<file path="src/hw/slpg_map.vh">
`ifndef SLPG_MAP_VH
`define SLPG_MAP_VH

// ************************************************************
// Timebase
// ************************************************************
`define SLPG_CLK_MHZ 200
`define SLPG_TICK_MS 125
`define SLPG_US_PER_MS 1000
`define SLPG_PRESC_W 25
`define SLPG_PRESC_ZERO 25'h0000000
`define SLPG_PRESC_ONE 25'h0000001
// One tick is 125 ms of a 200 MHz clock, sized to the prescaler width.
`define SLPG_TICK_CYCLES 25'h17D7840

// ************************************************************
// Phase counts, in 125 ms ticks
// ************************************************************
`define SLPG_PH_ZERO 5'h00
`define SLPG_PH_ONE 5'h01
`define SLPG_STEADY_LAST 5'h00
`define SLPG_FAST_LAST 5'h01
`define SLPG_SLOW_LAST 5'h03
`define SLPG_DOUBLE_LAST 5'h0F
`define SLPG_DOUBLE_ON_END 5'h08
`define SLPG_TRIPLE_LAST 5'h13
`define SLPG_TRIPLE_ON_END 5'h0C

// ************************************************************
// Pattern codes
// ************************************************************
`define SLPG_PAT_OFF 4'h0
`define SLPG_PAT_RED_ON 4'h1
`define SLPG_PAT_GREEN_ON 4'h2
`define SLPG_PAT_RED_FAST 4'h3
`define SLPG_PAT_RED_SLOW 4'h4
`define SLPG_PAT_GREEN_SLOW 4'h5
`define SLPG_PAT_ALT_SLOW 4'h6
`define SLPG_PAT_ALT_FAST 4'h7
`define SLPG_PAT_GREEN_DOUBLE 4'h8
`define SLPG_PAT_RED_DOUBLE 4'h9
`define SLPG_PAT_GREEN_TRIPLE 4'hA
`define SLPG_PAT_RED_TRIPLE 4'hB

// ************************************************************
// Module and channel state codes
// ************************************************************
`define SLPG_MOD_RUN 2'h0
`define SLPG_MOD_INIT 2'h1
`define SLPG_MOD_CALIB 2'h2
`define SLPG_MOD_CONFIG 2'h3
`define SLPG_CH_DISABLED 3'h0
`define SLPG_CH_ALIGN_UP 3'h1
`define SLPG_CH_ALIGN_DOWN 3'h2
`define SLPG_CH_AT_NULL 3'h3
`define SLPG_CH_NULL_SET 3'h4
`define SLPG_CH_IDLE 3'h5
`define SLPG_CH_ACTIVE 3'h6
`define SLPG_CH_SENSOR_ERR 3'h7

`endif

</file>
<file path="src/hw/slpg_engine.v">
`timescale 1ns/100ps
`default_nettype none
`include "slpg_map.vh"

module slpg_engine #(
    parameter [`SLPG_PRESC_W-1:0] TICK_CYCLES = `SLPG_PRESC_ONE
) (
    input wire core_clk,
    input wire rst_b,
    input wire [3:0] pattern,
    output reg red,
    output reg green
);

    reg [3:0] last_pattern;
    reg [`SLPG_PRESC_W-1:0] presc;
    reg [4:0] phase;
    reg [`SLPG_PRESC_W-1:0] next_presc;
    reg [4:0] next_phase;
    reg [4:0] last_phase;
    reg next_red;
    reg next_green;
    reg first_half;

    // ************************************************************
    // Phase sequencing
    // ************************************************************
    // Each indicator owns its prescaler so a restart gives a full first phase.
    always @* begin
        case (pattern)
            `SLPG_PAT_RED_FAST, `SLPG_PAT_ALT_FAST: last_phase = `SLPG_FAST_LAST;
            `SLPG_PAT_RED_SLOW, `SLPG_PAT_GREEN_SLOW,
            `SLPG_PAT_ALT_SLOW: last_phase = `SLPG_SLOW_LAST;
            `SLPG_PAT_GREEN_DOUBLE, `SLPG_PAT_RED_DOUBLE: last_phase = `SLPG_DOUBLE_LAST;
            `SLPG_PAT_GREEN_TRIPLE, `SLPG_PAT_RED_TRIPLE: last_phase = `SLPG_TRIPLE_LAST;
            default: last_phase = `SLPG_STEADY_LAST;
        endcase
        if (pattern != last_pattern) begin
            next_presc = `SLPG_PRESC_ZERO;
            next_phase = `SLPG_PH_ZERO;
        end else if (presc == TICK_CYCLES - `SLPG_PRESC_ONE) begin
            next_presc = `SLPG_PRESC_ZERO;
            if (phase >= last_phase) begin
                next_phase = `SLPG_PH_ZERO;
            end else begin
                next_phase = phase + `SLPG_PH_ONE;
            end
        end else begin
            next_presc = presc + `SLPG_PRESC_ONE;
            next_phase = phase;
        end
    end

    // ************************************************************
    // Pattern shapes
    // ************************************************************
    always @* begin
        first_half = ~next_phase[1];
        next_red = 1'b0;
        next_green = 1'b0;
        case (pattern)
            `SLPG_PAT_RED_ON: next_red = 1'b1;
            `SLPG_PAT_GREEN_ON: next_green = 1'b1;
            `SLPG_PAT_RED_FAST: next_red = ~next_phase[0];
            `SLPG_PAT_RED_SLOW: next_red = first_half;
            `SLPG_PAT_GREEN_SLOW: next_green = first_half;
            `SLPG_PAT_ALT_SLOW: begin
                next_red = first_half;
                next_green = ~first_half;
            end
            `SLPG_PAT_ALT_FAST: begin
                next_red = ~next_phase[0];
                next_green = next_phase[0];
            end
            `SLPG_PAT_GREEN_DOUBLE: begin
                next_green = first_half && (next_phase < `SLPG_DOUBLE_ON_END);
            end
            `SLPG_PAT_RED_DOUBLE: begin
                next_red = first_half && (next_phase < `SLPG_DOUBLE_ON_END);
            end
            `SLPG_PAT_GREEN_TRIPLE: begin
                next_green = first_half && (next_phase < `SLPG_TRIPLE_ON_END);
            end
            `SLPG_PAT_RED_TRIPLE: begin
                next_red = first_half && (next_phase < `SLPG_TRIPLE_ON_END);
            end
            default: begin
                next_red = 1'b0;
                next_green = 1'b0;
            end
        endcase
    end

    always @(posedge core_clk or negedge rst_b) begin
        if (!rst_b) begin
            last_pattern <= `SLPG_PAT_OFF;
            presc <= `SLPG_PRESC_ZERO;
            phase <= `SLPG_PH_ZERO;
            red <= 1'b0;
            green <= 1'b0;
        end else begin
            last_pattern <= pattern;
            presc <= next_presc;
            phase <= next_phase;
            red <= next_red;
            green <= next_green;
        end
    end

endmodule
`default_nettype wire

</file>
<file path="src/hw/slpg_top.v">
`timescale 1ns/100ps
`default_nettype none
`include "slpg_map.vh"

module slpg_top #(
    parameter [`SLPG_PRESC_W-1:0] TICK_CYCLES = `SLPG_TICK_CYCLES
) (
    input wire core_clk,
    input wire rst_b,
    input wire [1:0] module_state,
    input wire module_fault,
    input wire stack_fault,
    input wire [2:0] ch0_state,
    input wire [2:0] ch1_state,
    input wire [1:0] led_disable,
    output wire [1:0] led_red,
    output wire [1:0] led_green
);

    // ************************************************************
    // State decode
    // ************************************************************
    // Faults and the init, calibration and config module states take both indicators and hide the channel view.
    function [3:0] slpg_pick;
        input [1:0] mstate;
        input fault;
        input [2:0] cstate;
        input dark;
        begin
            if (fault) begin
                slpg_pick = `SLPG_PAT_RED_ON;
            end else if (mstate == `SLPG_MOD_INIT) begin
                slpg_pick = `SLPG_PAT_GREEN_DOUBLE;
            end else if (mstate == `SLPG_MOD_CALIB) begin
                slpg_pick = `SLPG_PAT_RED_FAST;
            end else if (mstate == `SLPG_MOD_CONFIG) begin
                slpg_pick = `SLPG_PAT_RED_DOUBLE;
            end else if (dark) begin
                slpg_pick = `SLPG_PAT_OFF;
            end else begin
                case (cstate)
                    `SLPG_CH_ALIGN_UP: slpg_pick = `SLPG_PAT_GREEN_TRIPLE;
                    `SLPG_CH_ALIGN_DOWN: slpg_pick = `SLPG_PAT_RED_TRIPLE;
                    `SLPG_CH_AT_NULL: slpg_pick = `SLPG_PAT_ALT_SLOW;
                    `SLPG_CH_NULL_SET: slpg_pick = `SLPG_PAT_ALT_FAST;
                    `SLPG_CH_IDLE: slpg_pick = `SLPG_PAT_GREEN_SLOW;
                    `SLPG_CH_ACTIVE: slpg_pick = `SLPG_PAT_GREEN_ON;
                    `SLPG_CH_SENSOR_ERR: slpg_pick = `SLPG_PAT_RED_SLOW;
                    default: slpg_pick = `SLPG_PAT_OFF;
                endcase
            end
        end
    endfunction

    wire any_fault;
    wire [3:0] pat0;
    wire [3:0] pat1;

    assign any_fault = module_fault | stack_fault;
    assign pat0 = slpg_pick(module_state, any_fault, ch0_state, led_disable[0]);
    assign pat1 = slpg_pick(module_state, any_fault, ch1_state, led_disable[1]);

    // ************************************************************
    // Indicators
    // ************************************************************
    slpg_engine #(
        .TICK_CYCLES(TICK_CYCLES)
    ) u_led0 (
        .core_clk(core_clk),
        .rst_b(rst_b),
        .pattern(pat0),
        .red(led_red[0]),
        .green(led_green[0])
    );

    slpg_engine #(
        .TICK_CYCLES(TICK_CYCLES)
    ) u_led1 (
        .core_clk(core_clk),
        .rst_b(rst_b),
        .pattern(pat1),
        .red(led_red[1]),
        .green(led_green[1])
    );

endmodule
`default_nettype wire

</file>
<file path="config.mk">
export PLATFORM = sky130hd
export DESIGN_NAME = slpg_top
export DESIGN_NICKNAME = d
export VERILOG_FILES = /design/src/hw/slpg_engine.v /design/src/hw/slpg_top.v
export VERILOG_INCLUDE_DIRS = /design/src /design/src/hw
export SDC_FILE = /design/constraint.sdc
export NUM_CORES = 1
export LEC_CHECK = 0
export BUFFER_PORTS_ARGS = -buffer_cell sky130_fd_sc_hd__buf_2
export CORE_MARGIN = 5
export CORE_UTILIZATION = 45
export DETAILED_ROUTE_END_ITERATION = 16
export HOLD_SLACK_MARGIN = 0.03
export SLEW_MARGIN = 20
export SYNTH_ARGS = -nofsm -noshare
export SYNTH_HDL_FRONTEND = slang
export SYNTH_HIERARCHICAL = 1
export SYNTH_SLANG_ARGS = --single-unit
</file>
<file path="constraint.sdc">
create_clock -name core_clk -period 2.08 [get_ports core_clk]
set_input_delay 0.416 -clock core_clk [delete_from_list [all_inputs] [get_ports core_clk]]
set_output_delay 0.416 -clock core_clk [all_outputs]
set_load 0.01 [all_outputs]
</file>
==> impl_metrics.env <==
export IMPL_worst_setup_path_type="input port to flip-flop"
export IMPL_pre_cts_ws_ns=-1.35
export IMPL_grt_total_usage_pct=19.2
export IMPL_timing_final_hold_violations=0
export IMPL_top_reg_cell_synth="sky130_fd_sc_hd__dfrtp_1"
export IMPL_routed_via_density=5.38
export IMPL_synthMostInstantiatedCell="sky130_fd_sc_hd__nor2_1"
export IMPL_cts_root_to_sink_buffers=2
export IMPL_post_synth_most_frequent_cells="74 x sky130_fd_sc_hd__nor2_1, 72 x sky130_fd_sc_hd__dfrtp_1, 33 x sky130_fd_sc_hd__nand2_1"
export IMPL_hold_ws_ns=0.0924
export IMPL_rsz_0062_raised_after_global_routing="yes"
export IMPL_placeableCoreArea_um2=9200
export IMPL_finalClockSkew_ns=0.0111
export IMPL_pin_count=18
export IMPL_finalWorstSetupSlack_ns=-0.956
export IMPL_slew_limit_headroom_pct=72.4
export IMPL_nets=615
export IMPL_path_clk_slew_ns=0.08
export IMPL_num_antenna_cells=0
export IMPL_worst_slew_pin_transition_ns=0.409
export IMPL_p_sw_share_pct=25.4
export IMPL_io_buffers=17
export IMPL_post_route_min_period_ns=3.04
export IMPL_failing_checks="negative setup slack"
export IMPL_syn_nets=474
export IMPL_hold_buffers_post_cts=0
export IMPL_avgSynthCellArea_um2=9.45
export IMPL_fillers=672
export IMPL_post_route_cells_drive_above_1_share_pct=43.4
export IMPL_timing_critical_path_to_type="flip-flop"
export IMPL_flow_area_growth_from_synthesis_pct=49.0
export IMPL_finalWeightedCongestion=0.879
export IMPL_power_combinational_fraction_pct=19.8
export IMPL_synth_area_leaders="sky130_fd_sc_hd__dfrtp_1 43%, sky130_fd_sc_hd__nor2_1 6.6%, sky130_fd_sc_hd__xor2_1 6.0%, sky130_fd_sc_hd__xnor2_1 5.6%, sky130_fd_sc_hd__ha_1 4.2%"
export IMPL_cts_sink_count=72
export IMPL_post_synth_top_area_cell="sky130_fd_sc_hd__dfrtp_1"
export IMPL_place_area_um2=5230
export IMPL_power_leakage_nw=2.71
export IMPL_yosysTopAreaCellShare_pct=42.8
export IMPL_final_util_pct=68.3
export IMPL_cp_required_ns=2.30
export IMPL_clock_h_tree_levels=3
export IMPL_timing_max_cap_violations=0
export IMPL_synth_cell_type_count=65
export IMPL_die_y_um=107
export IMPL_detail_route_wirelength_mm=10.5
export IMPL_die_w_um=107
export IMPL_cts_inserted_buffers=9
export IMPL_ir_worst_vdd_mv=0.348
export IMPL_fin_tns_setup_ns=-11.69
export IMPL_timing_final_setup_violations=39
export IMPL_antenna_found_initial=0
export IMPL_firstDrtPassIters=5
export IMPL_floorplan_die_area_um2=11400
export IMPL_grt_first_pass_wirelength_mm=17.7
export IMPL_std_cell_rows=35
export IMPL_route_vias_total=3780
export IMPL_pint_w=0.00268
export IMPL_clock_fmax_mhz=329
export IMPL_cts_root_buf="sky130_fd_sc_hd__clkbuf_8"
export IMPL_start_util_pct=45.8
export IMPL_dp_hpwl_mm=6.46
export IMPL_grt_max_degree=73
export IMPL_drt_first_iter_violations=131
export IMPL_post_synthesis_sequential_area_ratio_pct=42.8
export IMPL_min_delay_path_class="input port to asynchronous set/reset pin"
export IMPL_seqPwrFrac_pct=40.6
export IMPL_via_count_of_the_first_global_routing_pass=3898
export IMPL_power_clock_fraction_pct=39.7
export IMPL_clk_latency_worst_skew_pair_ns=0.34
export IMPL_globalRoute_totalOverflow=0
export IMPL_drcViolationCount=0
export IMPL_timing_critical_path_from_type="input port"
export IMPL_tritoncts_clock_tree="done"
export IMPL_syn_instance_count=446
export IMPL_p_sw_w=0.000916
export IMPL_route_antenna_remaining_nets=0
export IMPL_final_cell_area_um2=6280
export IMPL_crit_arrival_ns=3.26
export IMPL_async_flop_share_pct=100
export IMPL_wl_per_cell_um=14.9
export IMPL_timing_critical_path_fanout_max=4
export IMPL_run_status="complete, but fails checks"
export IMPL_power_per_cell_area_nw_per_um2=573
export IMPL_ffs_latches_synth=72
export IMPL_synth_edff_count=0
export IMPL_yosysWarningCount=6
export IMPL_final_worst_path_period_share_pct=146
export IMPL_finalMaxSlewViolations=0
export IMPL_mappedNetlistArea_um2=4210
[power by group through the flow]
stage	Combinational, W	Clock [W]	Sequential, W
CTS	0.000597	0.00146	0.00146
floorplan	0.000222	0	0.00150
global placement	0.000448	0	0.00149
detailed placement	0.000454	0	0.00149
finish	0.000712	0.00143	0.00146
global route	0.000767	0.00151	0.00147
[through the flow]
stage	std cells	total power (W)
5_1_grt	703	0.00374
2_1_floorplan	446	0.00172
4_1_cts	699	0.00352
3_5_place_dp	663	0.00194
6_report	703	0.00360
3_3_place_gp	663	0.00193
[cell usage in the layout (no fill, tap or decap), types with 3 or more instances in the layout]
master                      Yosys  layout
sky130_fd_sc_hd__nor3_1        11       7
sky130_fd_sc_hd__bufinv_16      0       3
sky130_fd_sc_hd__nor2_1        74      47
sky130_fd_sc_hd__o21ai_0        4       3
sky130_fd_sc_hd__buf_4          2     110
sky130_fd_sc_hd__nand3_1       26      22
sky130_fd_sc_hd__buf_2          2      11
sky130_fd_sc_hd__or3_1          6       4
sky130_fd_sc_hd__nand4_2        3       3
sky130_fd_sc_hd__buf_6          1      14
sky130_fd_sc_hd__a21oi_2        0       8
sky130_fd_sc_hd__mux2i_1        3       3
sky130_fd_sc_hd__nor2_4         0      24
sky130_fd_sc_hd__nand2_1       33      30
sky130_fd_sc_hd__nand4_1       12      12
sky130_fd_sc_hd__a211oi_2       1       3
sky130_fd_sc_hd__or3_4          1       3
sky130_fd_sc_hd__and3_1         9       9
sky130_fd_sc_hd__buf_12         0       4
sky130_fd_sc_hd__dfrtp_1       72      72
sky130_fd_sc_hd__nand3_2        2       5
sky130_fd_sc_hd__a21oi_1       18       9
sky130_fd_sc_hd__nor2_2         0       3
sky130_fd_sc_hd__nor2b_1        7       5
sky130_fd_sc_hd__xnor2_1       27      26
sky130_fd_sc_hd__nor4_4         2       3
sky130_fd_sc_hd__clkbuf_8       0      12
sky130_fd_sc_hd__nor3_2         1       3
sky130_fd_sc_hd__inv_1         16      15
sky130_fd_sc_hd__ha_1          14      11
sky130_fd_sc_hd__xor2_1        29      28
sky130_fd_sc_hd__nand2_2        1       4
[per-layer routing]
layer / GRT usage, % / wire (um)
met5: 0 / 0
met4: 7.67 / 252
met3: 2.89 / 244
met2: 32.4 / 5250
met1: 24.8 / 4740
[cell type report]
type	count	area, um^2	area share [%]
clock inverter	4	98.8	1.57
sequential	72	1800	28.7
clock buffer	12	165	2.63
timing repair buffer	144	1230	19.6
inverter	16	60.1	0.957
tap	111	139	2.21
multi-input combinational	344	2780	44.3
[sequential cells by signal, summed over array words and instances, names as in the netlist]
| signal | flops |
|---|---|
| u_led0/presc | 25 |
| u_led1/presc | 25 |
| u_led0/phase | 5 |
| u_led1/phase | 5 |
| u_led0/last_pattern | 4 |
| u_led1/last_pattern | 4 |
| u_led0/green | 1 |
| u_led0/red | 1 |
| u_led1/green | 1 |
| u_led1/red | 1 |
[path summary, 6_finish.rpt]
check / startpoint / to / slack, ns / depth (start not counted)
setup reg to reg: u_led0/phase[0]$_DFF_PN0_ / u_led0/red$_DFF_PN0_ / -0.44 / 11
hold reg to reg: u_led0/presc[0]$_DFF_PN0_ / u_led0/presc[0]$_DFF_PN0_ / 0.55 / 2
hold / removal: rst_b / u_led0/presc[24]$_DFF_PN0_ / 0.09 / 2
setup / recovery: ch0_state[0] / u_led0/red$_DFF_PN0_ / -0.96 / 16
max in group asynchronous: rst_b / u_led1/last_pattern[1]$_DFF_PN0_ / 1.67 / 2
min in group core_clk: stack_fault / u_led0/last_pattern[3]$_DFF_PN0_ / 0.48 / 4
[timing repair]
action,4_1_cts,5_1_grt
endpoints found under the setup margin,39,63
resized for setup,63,67
pin swaps,39,42
gates cloned,2,1
setup buffers,24,8
hold endpoints to repair,0,0
[critical path, cell delays in order]
cell and delay, ns:
sky130_fd_sc_hd__buf_8 0.11, sky130_fd_sc_hd__or3_4 0.38, sky130_fd_sc_hd__a21oi_2 0.14, sky130_fd_sc_hd__nor2_2 0.06, sky130_fd_sc_hd__a21oi_2 0.15, sky130_fd_sc_hd__mux2i_1 0.10, sky130_fd_sc_hd__ha_1 0.27, sky130_fd_sc_hd__nand2b_4 0.13
sky130_fd_sc_hd__a2111o_1 0.46, sky130_fd_sc_hd__a21oi_4 0.23, sky130_fd_sc_hd__buf_4 0.15, sky130_fd_sc_hd__buf_6 0.10, sky130_fd_sc_hd__nand3_2 0.07, sky130_fd_sc_hd__a31oi_4 0.22, sky130_fd_sc_hd__a211o_1 0.18, sky130_fd_sc_hd__o22ai_1 0.09
[kinds of logic (layout without fill, tap and decap cells)]
kind of cell | count (synthesis) | count (layout) | synth area share (%)
AND/OR/NAND/NOR | 213 | 213 | 27.4
flip-flops | 72 | 72 | 42.8
AO/OA/AOI/OAI | 57 | 57 | 9.68
XOR/XNOR | 56 | 56 | 11.6
buffers and inverters | 30 | 176 | 3.09
adder cells (fa/ha/maj) | 14 | 14 | 4.16
multiplexers | 4 | 4 | 1.25
No activity file was read; power rests on OpenSTA's default activity.
